## src/shared/msr_bank_pkg.sv

```systemverilog
// Purpose: Shared constants for the power-on configuration and test register bank
// Assumes: 32-bit classic Wishbone register port, one 200 MHz clock
// Notes: Word index times four is the byte address; the high half adds HALF_OFFSET
package msr_bank_pkg;
    localparam int ADDR_W = 13;
    localparam int DATA_W = 32;
    localparam int SEL_W = 4;
    localparam int IDX_W = 8;
    localparam int HALF_BIT = 10;
    localparam logic [ADDR_W-1:0] HALF_OFFSET = 13'h1000;

    // Register indices; byte address of the low word is four times the index
    localparam logic [IDX_W-1:0] IDX_POWERON = 8'h2A;
    localparam logic [IDX_W-1:0] IDX_TEST_CONTROL = 8'h33;
    localparam logic [IDX_W-1:0] IDX_UPDATE_TRIG = 8'h79;
    localparam logic [IDX_W-1:0] IDX_CHUNK0 = 8'h88;
    localparam logic [IDX_W-1:0] IDX_CHUNK1 = 8'h89;
    localparam logic [IDX_W-1:0] IDX_CHUNK2 = 8'h8A;
    localparam logic [IDX_W-1:0] IDX_CHUNK3 = 8'h8B;
    localparam logic [IDX_W-1:0] IDX_EVCNT0 = 8'hC1;
    localparam logic [IDX_W-1:0] IDX_EVCNT1 = 8'hC2;

    // Power-on configuration field positions (low word)
    localparam int POC_BUSINIT_OBS_BIT = 12;
    localparam int POC_QUEUE_DEPTH_BIT = 13;
    localparam int POC_LOW_VECTOR_BIT = 14;
    localparam int POC_REDUNDANCY_BIT = 15;
    localparam int POC_CLUSTER_LSB = 16;
    localparam int POC_CLUSTER_MSB = 17;
    localparam int POC_BUSFREQ_LSB = 18;
    localparam int POC_BUSFREQ_MSB = 19;
    localparam int POC_ARBID_LSB = 20;
    localparam int POC_ARBID_MSB = 21;
    localparam int POC_RATIO_LSB = 22;
    localparam int POC_RATIO_MSB = 25;
    localparam int POC_LOWPOWER_BIT = 26;
    localparam int POC_RATIO_EXT_BIT = 27;
    localparam int POC_STRAP_LSB = 12;
    localparam int STRAP_W = 16;
    localparam logic POC_LOWPOWER_RESET = 1'b0;

    // Bus frequency codes
    localparam logic [1:0] BUSFREQ_66 = 2'h0;
    localparam logic [1:0] BUSFREQ_100 = 2'h2;
    localparam logic [1:0] BUSFREQ_133 = 2'h1;
    localparam logic [1:0] BUSFREQ_RSVD = 2'h3;

    // Test control field positions
    localparam int TC_STREAM_DIS_BIT = 30;
    localparam int TC_SPLIT_LOCK_DIS_BIT = 31;
    localparam logic [1:0] TC_RESET = 2'h0;

    // Reset values and settle counts
    localparam logic [63:0] REG64_RESET = 64'h0000_0000_0000_0000;
    localparam logic [DATA_W-1:0] WORD_ZERO = 32'h0000_0000;
    localparam int SYNC_STAGES = 2;
    localparam int CHUNK_WORDS = 8;

    typedef enum logic [2:0] {
        ST_IDLE = 3'b001,
        ST_ACCESS = 3'b010,
        ST_DONE = 3'b100
    } bus_state_t;

    typedef enum logic [2:0] {
        SEL_NONE,
        SEL_POWERON,
        SEL_TEST_CONTROL,
        SEL_UPDATE_TRIG,
        SEL_CHUNK,
        SEL_EVCNT
    } reg_sel_t;
endpackage

```

## src/hdl/chunk_mem.sv

```systemverilog
// Purpose: Word store for the cache chunk data registers
// Assumes: One write port with byte enables, one registered read port
// Notes: Read data is valid the cycle after the address is presented
module chunk_mem #(
    parameter int DATA_W = msr_bank_pkg::DATA_W,
    parameter int DEPTH = msr_bank_pkg::CHUNK_WORDS,
    parameter int AW = $clog2(DEPTH)
) (
    input wire logic clk,
    input wire logic wrEn,
    input wire logic [AW-1:0] wrAddr,
    input wire logic [DATA_W-1:0] wrData,
    input wire logic [DATA_W/8-1:0] wrSel,
    input wire logic [AW-1:0] rdAddr,
    output logic [DATA_W-1:0] rdData
);
    logic [DATA_W-1:0] mem [DEPTH];

    // No reset on the array: contents are undefined until software writes them
    always_ff @(posedge clk) begin
        if (wrEn) begin
            for (int b = 0; b < DATA_W / 8; b++) begin
                if (wrSel[b]) begin
                    mem[wrAddr][b*8 +: 8] <= wrData[b*8 +: 8];
                end
            end
        end
    end

    always_ff @(posedge clk) begin
        rdData <= mem[rdAddr];
    end
endmodule // chunk_mem

```

## src/hdl/poweron_config_and_test_regs.sv

```systemverilog
// Purpose: Power-on configuration, test control, cache chunk and counter register bank
// Assumes: Classic Wishbone slave, 32-bit data, straps on pins sampled after reset
// Notes: 64-bit registers are split; high words sit at HALF_OFFSET above the low words
// Behaviour
// - Bit 12 of the power-on register reads the strapped bus-init observation enable.
// - Bit 13 reads the strapped queue depth, 1 for one entry and 0 for eight.
// - Bit 14 reads the strapped reset vector, 1 below 1 MByte, 0 below 4 GBytes.
// - Bit 15 reads whether redundancy checking mode is strapped on.
// - Bits 17:16, 21:20 and 25:22 read cluster id, arbitration id and clock ratio.
// - Bits 19:18 read the strapped bus frequency code, 00 66, 10 100, 01 133, 11 reserved.
// - Bit 26 is a software read-write low power mode enable.
// - Power-on bits 63:28 and test control bits 29:0 are reserved and read zero.
// - Test control bit 30 disables the streaming buffer, bit 31 stops split-lock assertion.
// - Chunk data registers 0 to 2 are 64-bit read-write stores at consecutive indices.
// - Index 8B is one 64-bit store used as update signature or chunk 3 data.
// - The power-on register reads the straps captured after reset and its writable bit drives a feature.
//
// Local design decision: the Wishbone interface to the registers.
module poweron_config_and_test_regs (
    input wire logic clk,
    input wire logic rst_n,
    input wire logic [msr_bank_pkg::ADDR_W-1:0] adr_i,
    input wire logic [msr_bank_pkg::DATA_W-1:0] dat_i,
    output logic [msr_bank_pkg::DATA_W-1:0] dat_o,
    input wire logic we_i,
    input wire logic [msr_bank_pkg::SEL_W-1:0] sel_i,
    input wire logic stb_i,
    input wire logic cyc_i,
    output logic ack_o,
    input wire logic strapBusInitObserve,
    input wire logic strapQueueDepthOne,
    input wire logic strapLowVector,
    input wire logic strapRedundancyCheck,
    input wire logic [1:0] strapClusterId,
    input wire logic [1:0] strapBusFreq,
    input wire logic [1:0] strapArbId,
    input wire logic [3:0] strapClockRatio,
    input wire logic strapRatioExt,
    input wire logic countEvent0,
    input wire logic countEvent1,
    output logic lowPowerEnable,
    output logic streamBufferDisable,
    output logic splitLockDisable,
    output logic updateTriggerPulse,
    output logic configValid
);
    import msr_bank_pkg::*;

    logic rstMeta_reg;
    logic rstSync_reg;
    bus_state_t state_reg;
    bus_state_t state_next;
    logic [STRAP_W-1:0] strapPins;
    logic [STRAP_W-1:0] strapVal;
    logic captureDone;
    logic lowPower_reg;
    logic [1:0] testCtl_reg;
    logic [63:0] updateTrig_reg;
    logic [63:0] evCount_reg [2];
    logic [DATA_W-1:0] datNext;
    logic [DATA_W-1:0] chunkRd;
    logic [2:0] chunkAddr;
    logic isHigh;
    logic [IDX_W-1:0] regIdx;
    reg_sel_t regSel;
    logic wrCommit;
    logic [31:0] poweronLow;

    function automatic reg_sel_t decodeIdx(input logic [IDX_W-1:0] idx);
        case (idx)
            IDX_POWERON: decodeIdx = SEL_POWERON;
            IDX_TEST_CONTROL: decodeIdx = SEL_TEST_CONTROL;
            IDX_UPDATE_TRIG: decodeIdx = SEL_UPDATE_TRIG;
            IDX_CHUNK0, IDX_CHUNK1, IDX_CHUNK2, IDX_CHUNK3: decodeIdx = SEL_CHUNK;
            IDX_EVCNT0, IDX_EVCNT1: decodeIdx = SEL_EVCNT;
            default: decodeIdx = SEL_NONE;
        endcase
    endfunction

    function automatic logic [DATA_W-1:0] byteMerge(
        input logic [DATA_W-1:0] oldVal,
        input logic [DATA_W-1:0] newVal,
        input logic [SEL_W-1:0] sel
    );
        byteMerge = oldVal;
        for (int b = 0; b < SEL_W; b++) begin
            if (sel[b]) begin
                byteMerge[b*8 +: 8] = newVal[b*8 +: 8];
            end
        end
    endfunction

    // Reset release passes two flops so every flop leaves reset on the same edge
    always_ff @(posedge clk or negedge rst_n) begin
        if (!rst_n) begin
            rstMeta_reg <= 1'b0;
            rstSync_reg <= 1'b0;
        end else begin
            rstMeta_reg <= 1'b1;
            rstSync_reg <= rstMeta_reg;
        end
    end

    // Strap vector laid out exactly as power-on bits 27:12; bit 26 slot is unused
    assign strapPins = {strapRatioExt, 1'b0, strapClockRatio, strapArbId, strapBusFreq,
                        strapClusterId, strapRedundancyCheck, strapLowVector,
                        strapQueueDepthOne, strapBusInitObserve};

    strap_capture #(
        .WIDTH(STRAP_W)
    ) u_strap (
        .clk(clk),
        .rstSync_n(rstSync_reg),
        .strapPins(strapPins),
        .captured(strapVal),
        .captureDone(captureDone)
    );

    assign configValid = captureDone;

    // Address decode: word index, high-half flag, index within the bank
    assign isHigh = adr_i[HALF_BIT+2];
    assign regIdx = (adr_i[ADDR_W-2:IDX_W+2] == '0) ? adr_i[IDX_W+1:2] : 8'hFF;
    assign regSel = decodeIdx(regIdx);
    assign chunkAddr = {regIdx[1:0], isHigh};
    assign wrCommit = (state_reg == ST_ACCESS) && we_i;

    // Bus handshake: one cycle to read the store, answer on the next
    always_comb begin
        state_next = state_reg;
        case (state_reg)
            ST_IDLE: begin
                if (cyc_i && stb_i && captureDone) begin
                    state_next = ST_ACCESS;
                end
            end
            ST_ACCESS: state_next = ST_DONE;
            ST_DONE: state_next = ST_IDLE;
            default: state_next = ST_IDLE;
        endcase
    end

    always_ff @(posedge clk or negedge rstSync_reg) begin
        if (!rstSync_reg) begin
            state_reg <= ST_IDLE;
        end else begin
            state_reg <= state_next;
        end
    end

    assign ack_o = (state_reg == ST_DONE);

    // Low word view of the power-on register built from captured straps
    always_comb begin
        poweronLow = WORD_ZERO;
        poweronLow[POC_BUSINIT_OBS_BIT] = strapVal[POC_BUSINIT_OBS_BIT-POC_STRAP_LSB];
        poweronLow[POC_QUEUE_DEPTH_BIT] = strapVal[POC_QUEUE_DEPTH_BIT-POC_STRAP_LSB];
        poweronLow[POC_LOW_VECTOR_BIT] = strapVal[POC_LOW_VECTOR_BIT-POC_STRAP_LSB];
        poweronLow[POC_REDUNDANCY_BIT] = strapVal[POC_REDUNDANCY_BIT-POC_STRAP_LSB];
        poweronLow[POC_CLUSTER_MSB:POC_CLUSTER_LSB] =
            strapVal[POC_CLUSTER_MSB-POC_STRAP_LSB:POC_CLUSTER_LSB-POC_STRAP_LSB];
        poweronLow[POC_BUSFREQ_MSB:POC_BUSFREQ_LSB] =
            strapVal[POC_BUSFREQ_MSB-POC_STRAP_LSB:POC_BUSFREQ_LSB-POC_STRAP_LSB];
        poweronLow[POC_ARBID_MSB:POC_ARBID_LSB] =
            strapVal[POC_ARBID_MSB-POC_STRAP_LSB:POC_ARBID_LSB-POC_STRAP_LSB];
        poweronLow[POC_RATIO_MSB:POC_RATIO_LSB] =
            strapVal[POC_RATIO_MSB-POC_STRAP_LSB:POC_RATIO_LSB-POC_STRAP_LSB];
        poweronLow[POC_RATIO_EXT_BIT] = strapVal[POC_RATIO_EXT_BIT-POC_STRAP_LSB];
        poweronLow[POC_LOWPOWER_BIT] = lowPower_reg;
    end

    // Only the low power bit is writable; strap fields ignore writes
    always_ff @(posedge clk or negedge rstSync_reg) begin
        if (!rstSync_reg) begin
            lowPower_reg <= POC_LOWPOWER_RESET;
        end else if (wrCommit && regSel == SEL_POWERON && !isHigh
                     && sel_i[POC_LOWPOWER_BIT/8]) begin
            lowPower_reg <= dat_i[POC_LOWPOWER_BIT];
        end
    end

    assign lowPowerEnable = lowPower_reg;

    always_ff @(posedge clk or negedge rstSync_reg) begin
        if (!rstSync_reg) begin
            testCtl_reg <= TC_RESET;
        end else if (wrCommit && regSel == SEL_TEST_CONTROL && !isHigh && sel_i[3]) begin
            testCtl_reg <= {dat_i[TC_SPLIT_LOCK_DIS_BIT], dat_i[TC_STREAM_DIS_BIT]};
        end
    end

    assign streamBufferDisable = testCtl_reg[0];
    assign splitLockDisable = testCtl_reg[1];

    // Update trigger keeps its value and flags each write for one cycle
    always_ff @(posedge clk or negedge rstSync_reg) begin
        if (!rstSync_reg) begin
            updateTrig_reg <= REG64_RESET;
            updateTriggerPulse <= 1'b0;
        end else begin
            updateTriggerPulse <= wrCommit && regSel == SEL_UPDATE_TRIG;
            if (wrCommit && regSel == SEL_UPDATE_TRIG) begin
                if (isHigh) begin
                    updateTrig_reg[63:32] <= byteMerge(updateTrig_reg[63:32], dat_i, sel_i);
                end else begin
                    updateTrig_reg[31:0] <= byteMerge(updateTrig_reg[31:0], dat_i, sel_i);
                end
            end
        end
    end

    // Counters: a software write wins over a counted event in the same cycle
    always_ff @(posedge clk or negedge rstSync_reg) begin
        if (!rstSync_reg) begin
            evCount_reg[0] <= REG64_RESET;
            evCount_reg[1] <= REG64_RESET;
        end else begin
            for (int c = 0; c < 2; c++) begin
                if (wrCommit && regSel == SEL_EVCNT && regIdx[1:0] == 2'(c + 1)) begin
                    if (isHigh) begin
                        evCount_reg[c][63:32] <= byteMerge(evCount_reg[c][63:32], dat_i,
                                                           sel_i);
                    end else begin
                        evCount_reg[c][31:0] <= byteMerge(evCount_reg[c][31:0], dat_i,
                                                          sel_i);
                    end
                end else if ((c == 0) ? countEvent0 : countEvent1) begin
                    evCount_reg[c] <= evCount_reg[c] + 64'h0000_0000_0000_0001;
                end
            end
        end
    end

    chunk_mem #(
        .DATA_W(DATA_W),
        .DEPTH(CHUNK_WORDS)
    ) u_chunk (
        .clk(clk),
        .wrEn(wrCommit && regSel == SEL_CHUNK),
        .wrAddr(chunkAddr),
        .wrData(dat_i),
        .wrSel(sel_i),
        .rdAddr(chunkAddr),
        .rdData(chunkRd)
    );

    // Read multiplexer; unmapped words and reserved halves read zero
    always_comb begin
        datNext = WORD_ZERO;
        case (regSel)
            SEL_POWERON: datNext = isHigh ? WORD_ZERO : poweronLow;
            SEL_TEST_CONTROL: begin
                if (!isHigh) begin
                    datNext[TC_STREAM_DIS_BIT] = testCtl_reg[0];
                    datNext[TC_SPLIT_LOCK_DIS_BIT] = testCtl_reg[1];
                end
            end
            SEL_UPDATE_TRIG: datNext = isHigh ? updateTrig_reg[63:32] : updateTrig_reg[31:0];
            SEL_CHUNK: datNext = chunkRd;
            SEL_EVCNT: begin
                if (regIdx[1:0] == 2'h1) begin
                    datNext = isHigh ? evCount_reg[0][63:32] : evCount_reg[0][31:0];
                end else begin
                    datNext = isHigh ? evCount_reg[1][63:32] : evCount_reg[1][31:0];
                end
            end
            default: datNext = WORD_ZERO;
        endcase
    end

    always_ff @(posedge clk or negedge rstSync_reg) begin
        if (!rstSync_reg) begin
            dat_o <= WORD_ZERO;
        end else if (state_reg == ST_ACCESS && !we_i) begin
            dat_o <= datNext;
        end
    end
endmodule // poweron_config_and_test_regs

```

## src/hdl/strap_capture.sv

```systemverilog
// Purpose: Synchronise strap pins and hold them from the release of reset onward
// Assumes: Straps are stable around reset release
// Notes: Capture waits for the synchroniser to fill so no reset zero is latched
module strap_capture #(
    parameter int WIDTH = msr_bank_pkg::STRAP_W
) (
    input wire logic clk,
    input wire logic rstSync_n,
    input wire logic [WIDTH-1:0] strapPins,
    output logic [WIDTH-1:0] captured,
    output logic captureDone
);
    import msr_bank_pkg::*;

    logic [WIDTH-1:0] syncA_reg;
    logic [WIDTH-1:0] syncB_reg;
    logic [1:0] settle_reg;

    always_ff @(posedge clk or negedge rstSync_n) begin
        if (!rstSync_n) begin
            syncA_reg <= '0;
            syncB_reg <= '0;
        end else begin
            syncA_reg <= strapPins;
            syncB_reg <= syncA_reg;
        end
    end

    always_ff @(posedge clk or negedge rstSync_n) begin
        if (!rstSync_n) begin
            settle_reg <= 2'h0;
            captured <= '0;
            captureDone <= 1'b0;
        end else if (!captureDone) begin
            if (settle_reg == 2'(SYNC_STAGES)) begin
                captured <= syncB_reg;
                captureDone <= 1'b1;
            end else begin
                settle_reg <= settle_reg + 2'h1;
            end
        end
    end
endmodule // strap_capture

```

## config.mk

```make
export PLATFORM = sky130hd
export DESIGN_NAME = poweron_config_and_test_regs
export DESIGN_NICKNAME = d
export VERILOG_FILES = /design/src/shared/msr_bank_pkg.sv /design/src/hdl/chunk_mem.sv /design/src/hdl/poweron_config_and_test_regs.sv /design/src/hdl/strap_capture.sv
export SDC_FILE = /design/constraint.sdc
export NUM_CORES = 1
export LEC_CHECK = 0
export ABC_AREA = 0
export BUFFER_PORTS_ARGS = -buffer_cell sky130_fd_sc_hd__buf_2
export CAP_MARGIN = 0
export CORE_MARGIN = 3
export CORE_UTILIZATION = 53
export DETAILED_ROUTE_END_ITERATION = 10
export PLACE_DENSITY = 0.73
export SLEW_MARGIN = 20
export SYNTH_ARGS = -nofsm -noshare
export SYNTH_HDL_FRONTEND = slang
export SYNTH_SLANG_ARGS = --single-unit
```

## constraint.sdc

```tcl
create_clock -name clk -period 9.82 [get_ports clk]
set_clock_uncertainty 0.1 [all_clocks]
set_input_delay 0.982 -clock clk [delete_from_list [all_inputs] [get_ports clk]]
set_output_delay 0.982 -clock clk [all_outputs]
set_load 0.01 [all_outputs]
```

Yosys cells after proc, flatten, opt, wreduce, memory -nomap -nowiden
Memories as Yosys holds them, arrays and structs flattened. A register that Yosys moved wholly into a read port is not among the register bits.
Index checks and enable logic that the tools add are counted.

word-level totals
  bits in registers = 281
  bits in latches = 0
  bits in writable memories = 256
  ROM bits = 0
  output and inout bits = 38
  word-level logic and storage cells = 160
  memories = 1

operators by class
  add/subtract/negate cells = 3
  $mul = 0
  divide/modulo/power cells = 0
  order comparisons = 0
  equal/unequal tests = 33
  shift operators = 0
  mux-type cells = 36
  bitwise logic cells = 3
  reductions and logical operators = 48

memory list
  name         words  bits a word  rd ports  clocked after memory_dff  write ports  RTL line         text
  u_chunk.mem  8      32           1         1                         1            chunk_mem.sv:17  logic [DATA_W-1:0] mem [DEPTH];

operator list
  kind                                                                   number
  64-bit two-way mux                                                     4
  32-bit two-way mux                                                     6
  64-bit by 1-bit adder with 64-bit output, second input constant        2
  30-bit one-hot mux with 4 select lines                                 1
  3-bit AND reduction                                                    24
  8-bit equality test, second input constant                             6
  8-bit two-way mux                                                      5
  28-bit two-way mux                                                     1
  2-bit inequality test, second input constant                           13
  8-bit by 6-bit equality test with 1-bit output, second input constant  2
  1-bit logical AND                                                      15
  3-bit one-hot mux with 5 select lines                                  1
  1-bit two-way mux                                                      14
  2-bit one-hot mux with 5 select lines                                  1
  3-bit by 2-bit equality test with 1-bit output, second input constant  3
  3-bit equality test, second input constant                             3
  8-bit by 7-bit equality test with 1-bit output, second input constant  1
  3-bit by 1-bit equality test with 1-bit output, second input constant  2
  3-bit one-hot mux with 2 select lines                                  1
  2-bit equality test, second input constant                             2
  2-bit AND reduction                                                    2
  2-bit nonzero test                                                     2
  4-bit OR reduction                                                     1
  3-bit two-way mux                                                      1
  7 further kinds                                                        10

Depth between registers and ports, before layout
  depth in word-level cells = 10
  gate-level depth with buffers = 10
  gate-level depth less buffers = 7

Hierarchy
A second synthesis with hierarchy kept.

unflattened totals
  cells, all modules = 2047
  area, all modules = 26464.1 um^2

by module, submodules not included
  module                        instances  cells an instance  area each (um^2)  sequential area each (um^2)
  poweron_config_and_test_regs  1          1525               14281.2           5831.8
  chunk_mem                     1          446                10602.7           8328.0
  strap_capture                 1          76                 1580.3            1276.2

Worst setup path before layout
No wires, ideal clock.

  path kind = input to register
  start point = input port adr_i[10] in the netlist's numbering
  end point = memory u_chunk.mem[0][0], enable pin
  arrival = 3122 ps
  data required time = 9337 ps
  slack = 6215 ps
  stages on the path = 7
  cell sequence = buf_2 > nor4b_1 > and4b_1 > buf_2 > buf_2 > nand3_1 > nor3_1

on the way
  cells in the longest elaborated chain, start to end = 9

ends and longest elaborated chain
  what                                                      RTL line                             text
  start: declaration                                        poweron_config_and_test_regs.sv:22   input wire logic [msr_bank_pkg::ADDR_W-1:0] adr_i,
  2-bit logical NOT (*)                                     poweron_config_and_test_regs.sv:123  assign regIdx = (adr_i[ADDR_W-2:IDX_W+2] == '0) ? adr_i[IDX_W+1:2] : 8'hFF;
  8-bit two-way mux (*)                                     poweron_config_and_test_regs.sv:123
  8-bit equality test                                       poweron_config_and_test_regs.sv:70   case (idx)
  4-bit OR reduction or 2-bit OR reduction (tied branches)  poweron_config_and_test_regs.sv:70
  3-bit one-hot mux with 5 select lines                     poweron_config_and_test_regs.sv:70
  3-bit equality test                                       poweron_config_and_test_regs.sv:239  .wrEn(wrCommit && regSel == SEL_CHUNK),
  1-bit logical AND                                         poweron_config_and_test_regs.sv:239
  1-bit two-way mux                                         chunk_mem.sv:21                      if (wrEn) begin
  1-bit two-way mux (implied by the code)                   chunk_mem.sv:24                      mem[wrAddr][b*8 +: 8] <= wrData[b*8 +: 8];
  end: declaration                                          chunk_mem.sv:17

Every way passes the cells marked *; elsewhere a longest branch is shown, timed or not.

Worst setup path in the final report
  start point = input port adr_i[11] in the netlist's numbering
  end point = memory u_chunk.mem[2][11], enable pin

Same word-level chain as after synthesis.

==> reports/qor.yml <==
worst_setup_path:
  crit_chain: "buf_2 -> nor4b_1 -> and4b_1 -> buf_4 -> nand3_1 -> nor2_1"
  crit_path_end_kind: "flip-flop"
  critical_path.top_delay_family: "simple AND/OR/NAND/NOR gates"
  ff2ff_path_depth: 7
  cp_num_cells: 6
  crit_type: "in -> reg"
  path_buf_inv: 2
  worst-endpoint-required_ns: 9.96
  cp_data_arrival_time_ns: 4.07
  path_max_fanout: 29
  critical-path-max-stage-delay_ns: 0.83
  cp-start-kind: "input port"
  crit_slowest_cell: "nor2_1"
power_and_ir_drop:
  p_total_w: 0.00526
  sw_frac_of_total: 0.244
  pwr_density_cell_mw_per_mm2: 182
  p_switching_w: 0.00128
  irDropWorstVdd_uv: 135
  leakage_nw: 11.4
  pwr-share-clk: 0.426
  intPower_w: 0.00398
  pwr-share-comb: 0.069
  seqPwrFrac: 0.506
cts:
  cts_buffer_depth: 3
  clk_latency_ns: 0.63
  path_clk_slew_ns: 0.06
  cts_root_buffer: "clkbuf_16"
  cts_tree: "built"
  clock_sinks: 569
  hold_buffers: 0
  post-cts-setup-buffers: 0
  cts_resized: 0
  htreeDepth: 2
  cts_made_buffers: 57
synth:
  synthDistinctLibCells: 92
  ys_warn_count: 0
  async_flop_share: 0.494
  synth_nets: 2273
  synth_top_area_cell: "edfxtp_1"
  synth_seq_cells: 569
  synth-edff-count: 256
  yosysSeqAreaShare: 0.591
  synth_top_area_frac: 0.296
  synthTopCellsByArea: "edfxtp_1, dfrtp_1, mux2_2, nand2_1, a222oi_1"
  syn_inst: 2199
  syn_area_sq_mm: 0.0260
  avgSynthCellArea_sq_um: 11.8
  synth_commonest_cells: "dfrtp_1, edfxtp_1, nand2_1"
  synthFlopType: "dfrtp_1"
  yosys.cell_count.top_type: "dfrtp_1"
sta:
  tns_ns: 0
  timing.fmax_ghz: 0.255
  tightest_slew_ns: 1.05
  whs_ns: 0.0243
  rsz0062_at_grt: "false"
  setup_viol: 0
  final_max_slew_viol_count: 0
  post-route-min-period_ns: 3.92
  maxSlewHeadroom: 0.298
  finalCritPeriodShare: 0.400
  hold_viol_final: 0
floorplan:
  start_util: 0.541
  io_pins: 109
  die_area_sq_mm: 0.0517
  coreArea_sq_mm: 0.0480
  die_h_um: 227
  rows: 80
  die_x_um: 227
global_route:
  antenna_found_initial: 3
  grt_pass1_wl_mm: 117
  grt_pass1_vias: 19324
  grt_usage: 0.303
  grt_max_degree: 95
  overflow: 0
placed_design:
  io_buffers: 106
  dp.cells: 2806
  dpl.hpwl_mm: 53.5
  gp_congestion: 0.981
run_status:
  status: "finished clean"
drt:
  wire_per_inst_um: 27.1
  viasPerCell: 6.92
  drcViolationCount: 0
  routed_wirelength_mm: 78.9
  drt_iter0_drc: 3252
  firstDrtPassIters: 9
  drtAntennaViolNets: 0
  dr_total_vias: 20190
worst_hold_path:
  hold_class: "in -> async"
finish:
  layout.nets: 2324
  area_growth_syn_to_layout_pct: 11.3
  fin_cells: 2916
  layout-drive-gt1-share: 0.191
  largest_reg_flops: 256
flow_run:
  maxCapViolCount: 0
## layer usage
metal	part of all wire	wire [um]	global-route usage
met4	0.046	3620	0.128
met2	0.46	36000	0.470
met5	0	0	0
met1	0.39	30500	0.424
met3	0.11	8730	0.0557
## cells in the final DEF (no fill, tap or decap), types with 73 or more instances in the layout
cell,count
dfrtp_1,279
nand2_1,255
nor2_1,123
a222oi_1,91
buf_2,105
o21ai_0,73
a21oi_1,167
nand3_1,82
edfxtp_1,256
mux2_2,112
## stage by stage
stage	utilization	instance area [sq um]	worst slack [ns]
after CTS	0.602	28900	5.95
after global placement	0.561	26900	5.22
after floorplan	-	26000	1.31
after detailed placement	0.561	27000	5.29
final	0.602	28900	5.90
after global routing	0.602	28900	5.71
## path summary, 6_finish.rpt
check / startpoint / to / slack (ns)
setup reg to reg: evCount_reg[64]$_DFFE_PN0P_ / evCount_reg[112]$_DFFE_PN0P_ / 6.37
setup / recovery: adr_i[11] / u_chunk.mem[2][11]$_DFFE_PP_ / 5.90
hold reg to reg: u_strap.syncA_reg[5]$_DFF_PN0_ / u_strap.syncB_reg[5]$_DFF_PN0_ / 0.25
min in group clk: u_strap.syncA_reg[5]$_DFF_PN0_ / u_strap.syncB_reg[5]$_DFF_PN0_ / 0.25
hold / removal: rst_n / rstSync_reg$_DFF_PN0_ / 0.02
max in group asynchronous: rstSync_reg$_DFF_PN0_ / updateTrig_reg[39]$_DFFE_PN0P_ / 6.95
## logic make-up (layout without fill, tap and decap cells)
logic type | after synthesis | after routing | synth area share
fa+ha+maj | 3 | 3 | 0.00144
mux | 153 | 153 | 0.0797
simple gates | 718 | 718 | 0.140
buf+inv | 167 | 266 | 0.0275
compound gates | 586 | 586 | 0.159
xor+xnor | 2 | 2 | 0.000674
flops | 569 | 569 | 0.591
other cells | 1 | 4 | 0.000144
## final cells by class
| class | instances | area [sq um] |
|---|---|---|
| fillers | 3730 | 19100 |
| clock inverters | 22 | 249 |
| repair buffers | 140 | 788 |
| flip-flops and latches | 569 | 15400 |
| diodes | 3 | 7.51 |
| well taps | 615 | 769 |
| multi-input cells | 1463 | 9960 |
| inverters | 19 | 71.3 |
| clock buffers | 85 | 1720 |
## worst reg2reg max path, delay by kind of cell (launching register included)
| kind | cells | cell delay (ns) |
|---|---|---|
| DFF | 1 | 0.48 |
| and+or+nand+nor | 4 | 2.17 |
| adders and majority gates | 1 | 0.24 |
| AOI/OAI and AO/OA | 2 | 0.37 |
## power groups by stage
stage          clock (W)  combinational [W]  sequential (W)
2_1_floorplan          0           0.000214         0.00268
3_3_place_gp           0           0.000342         0.00270
3_5_place_dp           0           0.000353         0.00270
4_1_cts          0.00226           0.000356         0.00266
5_1_grt          0.00237           0.000393         0.00267
6_report         0.00224           0.000362         0.00266
No activity file was read; power rests on OpenSTA's default activity.
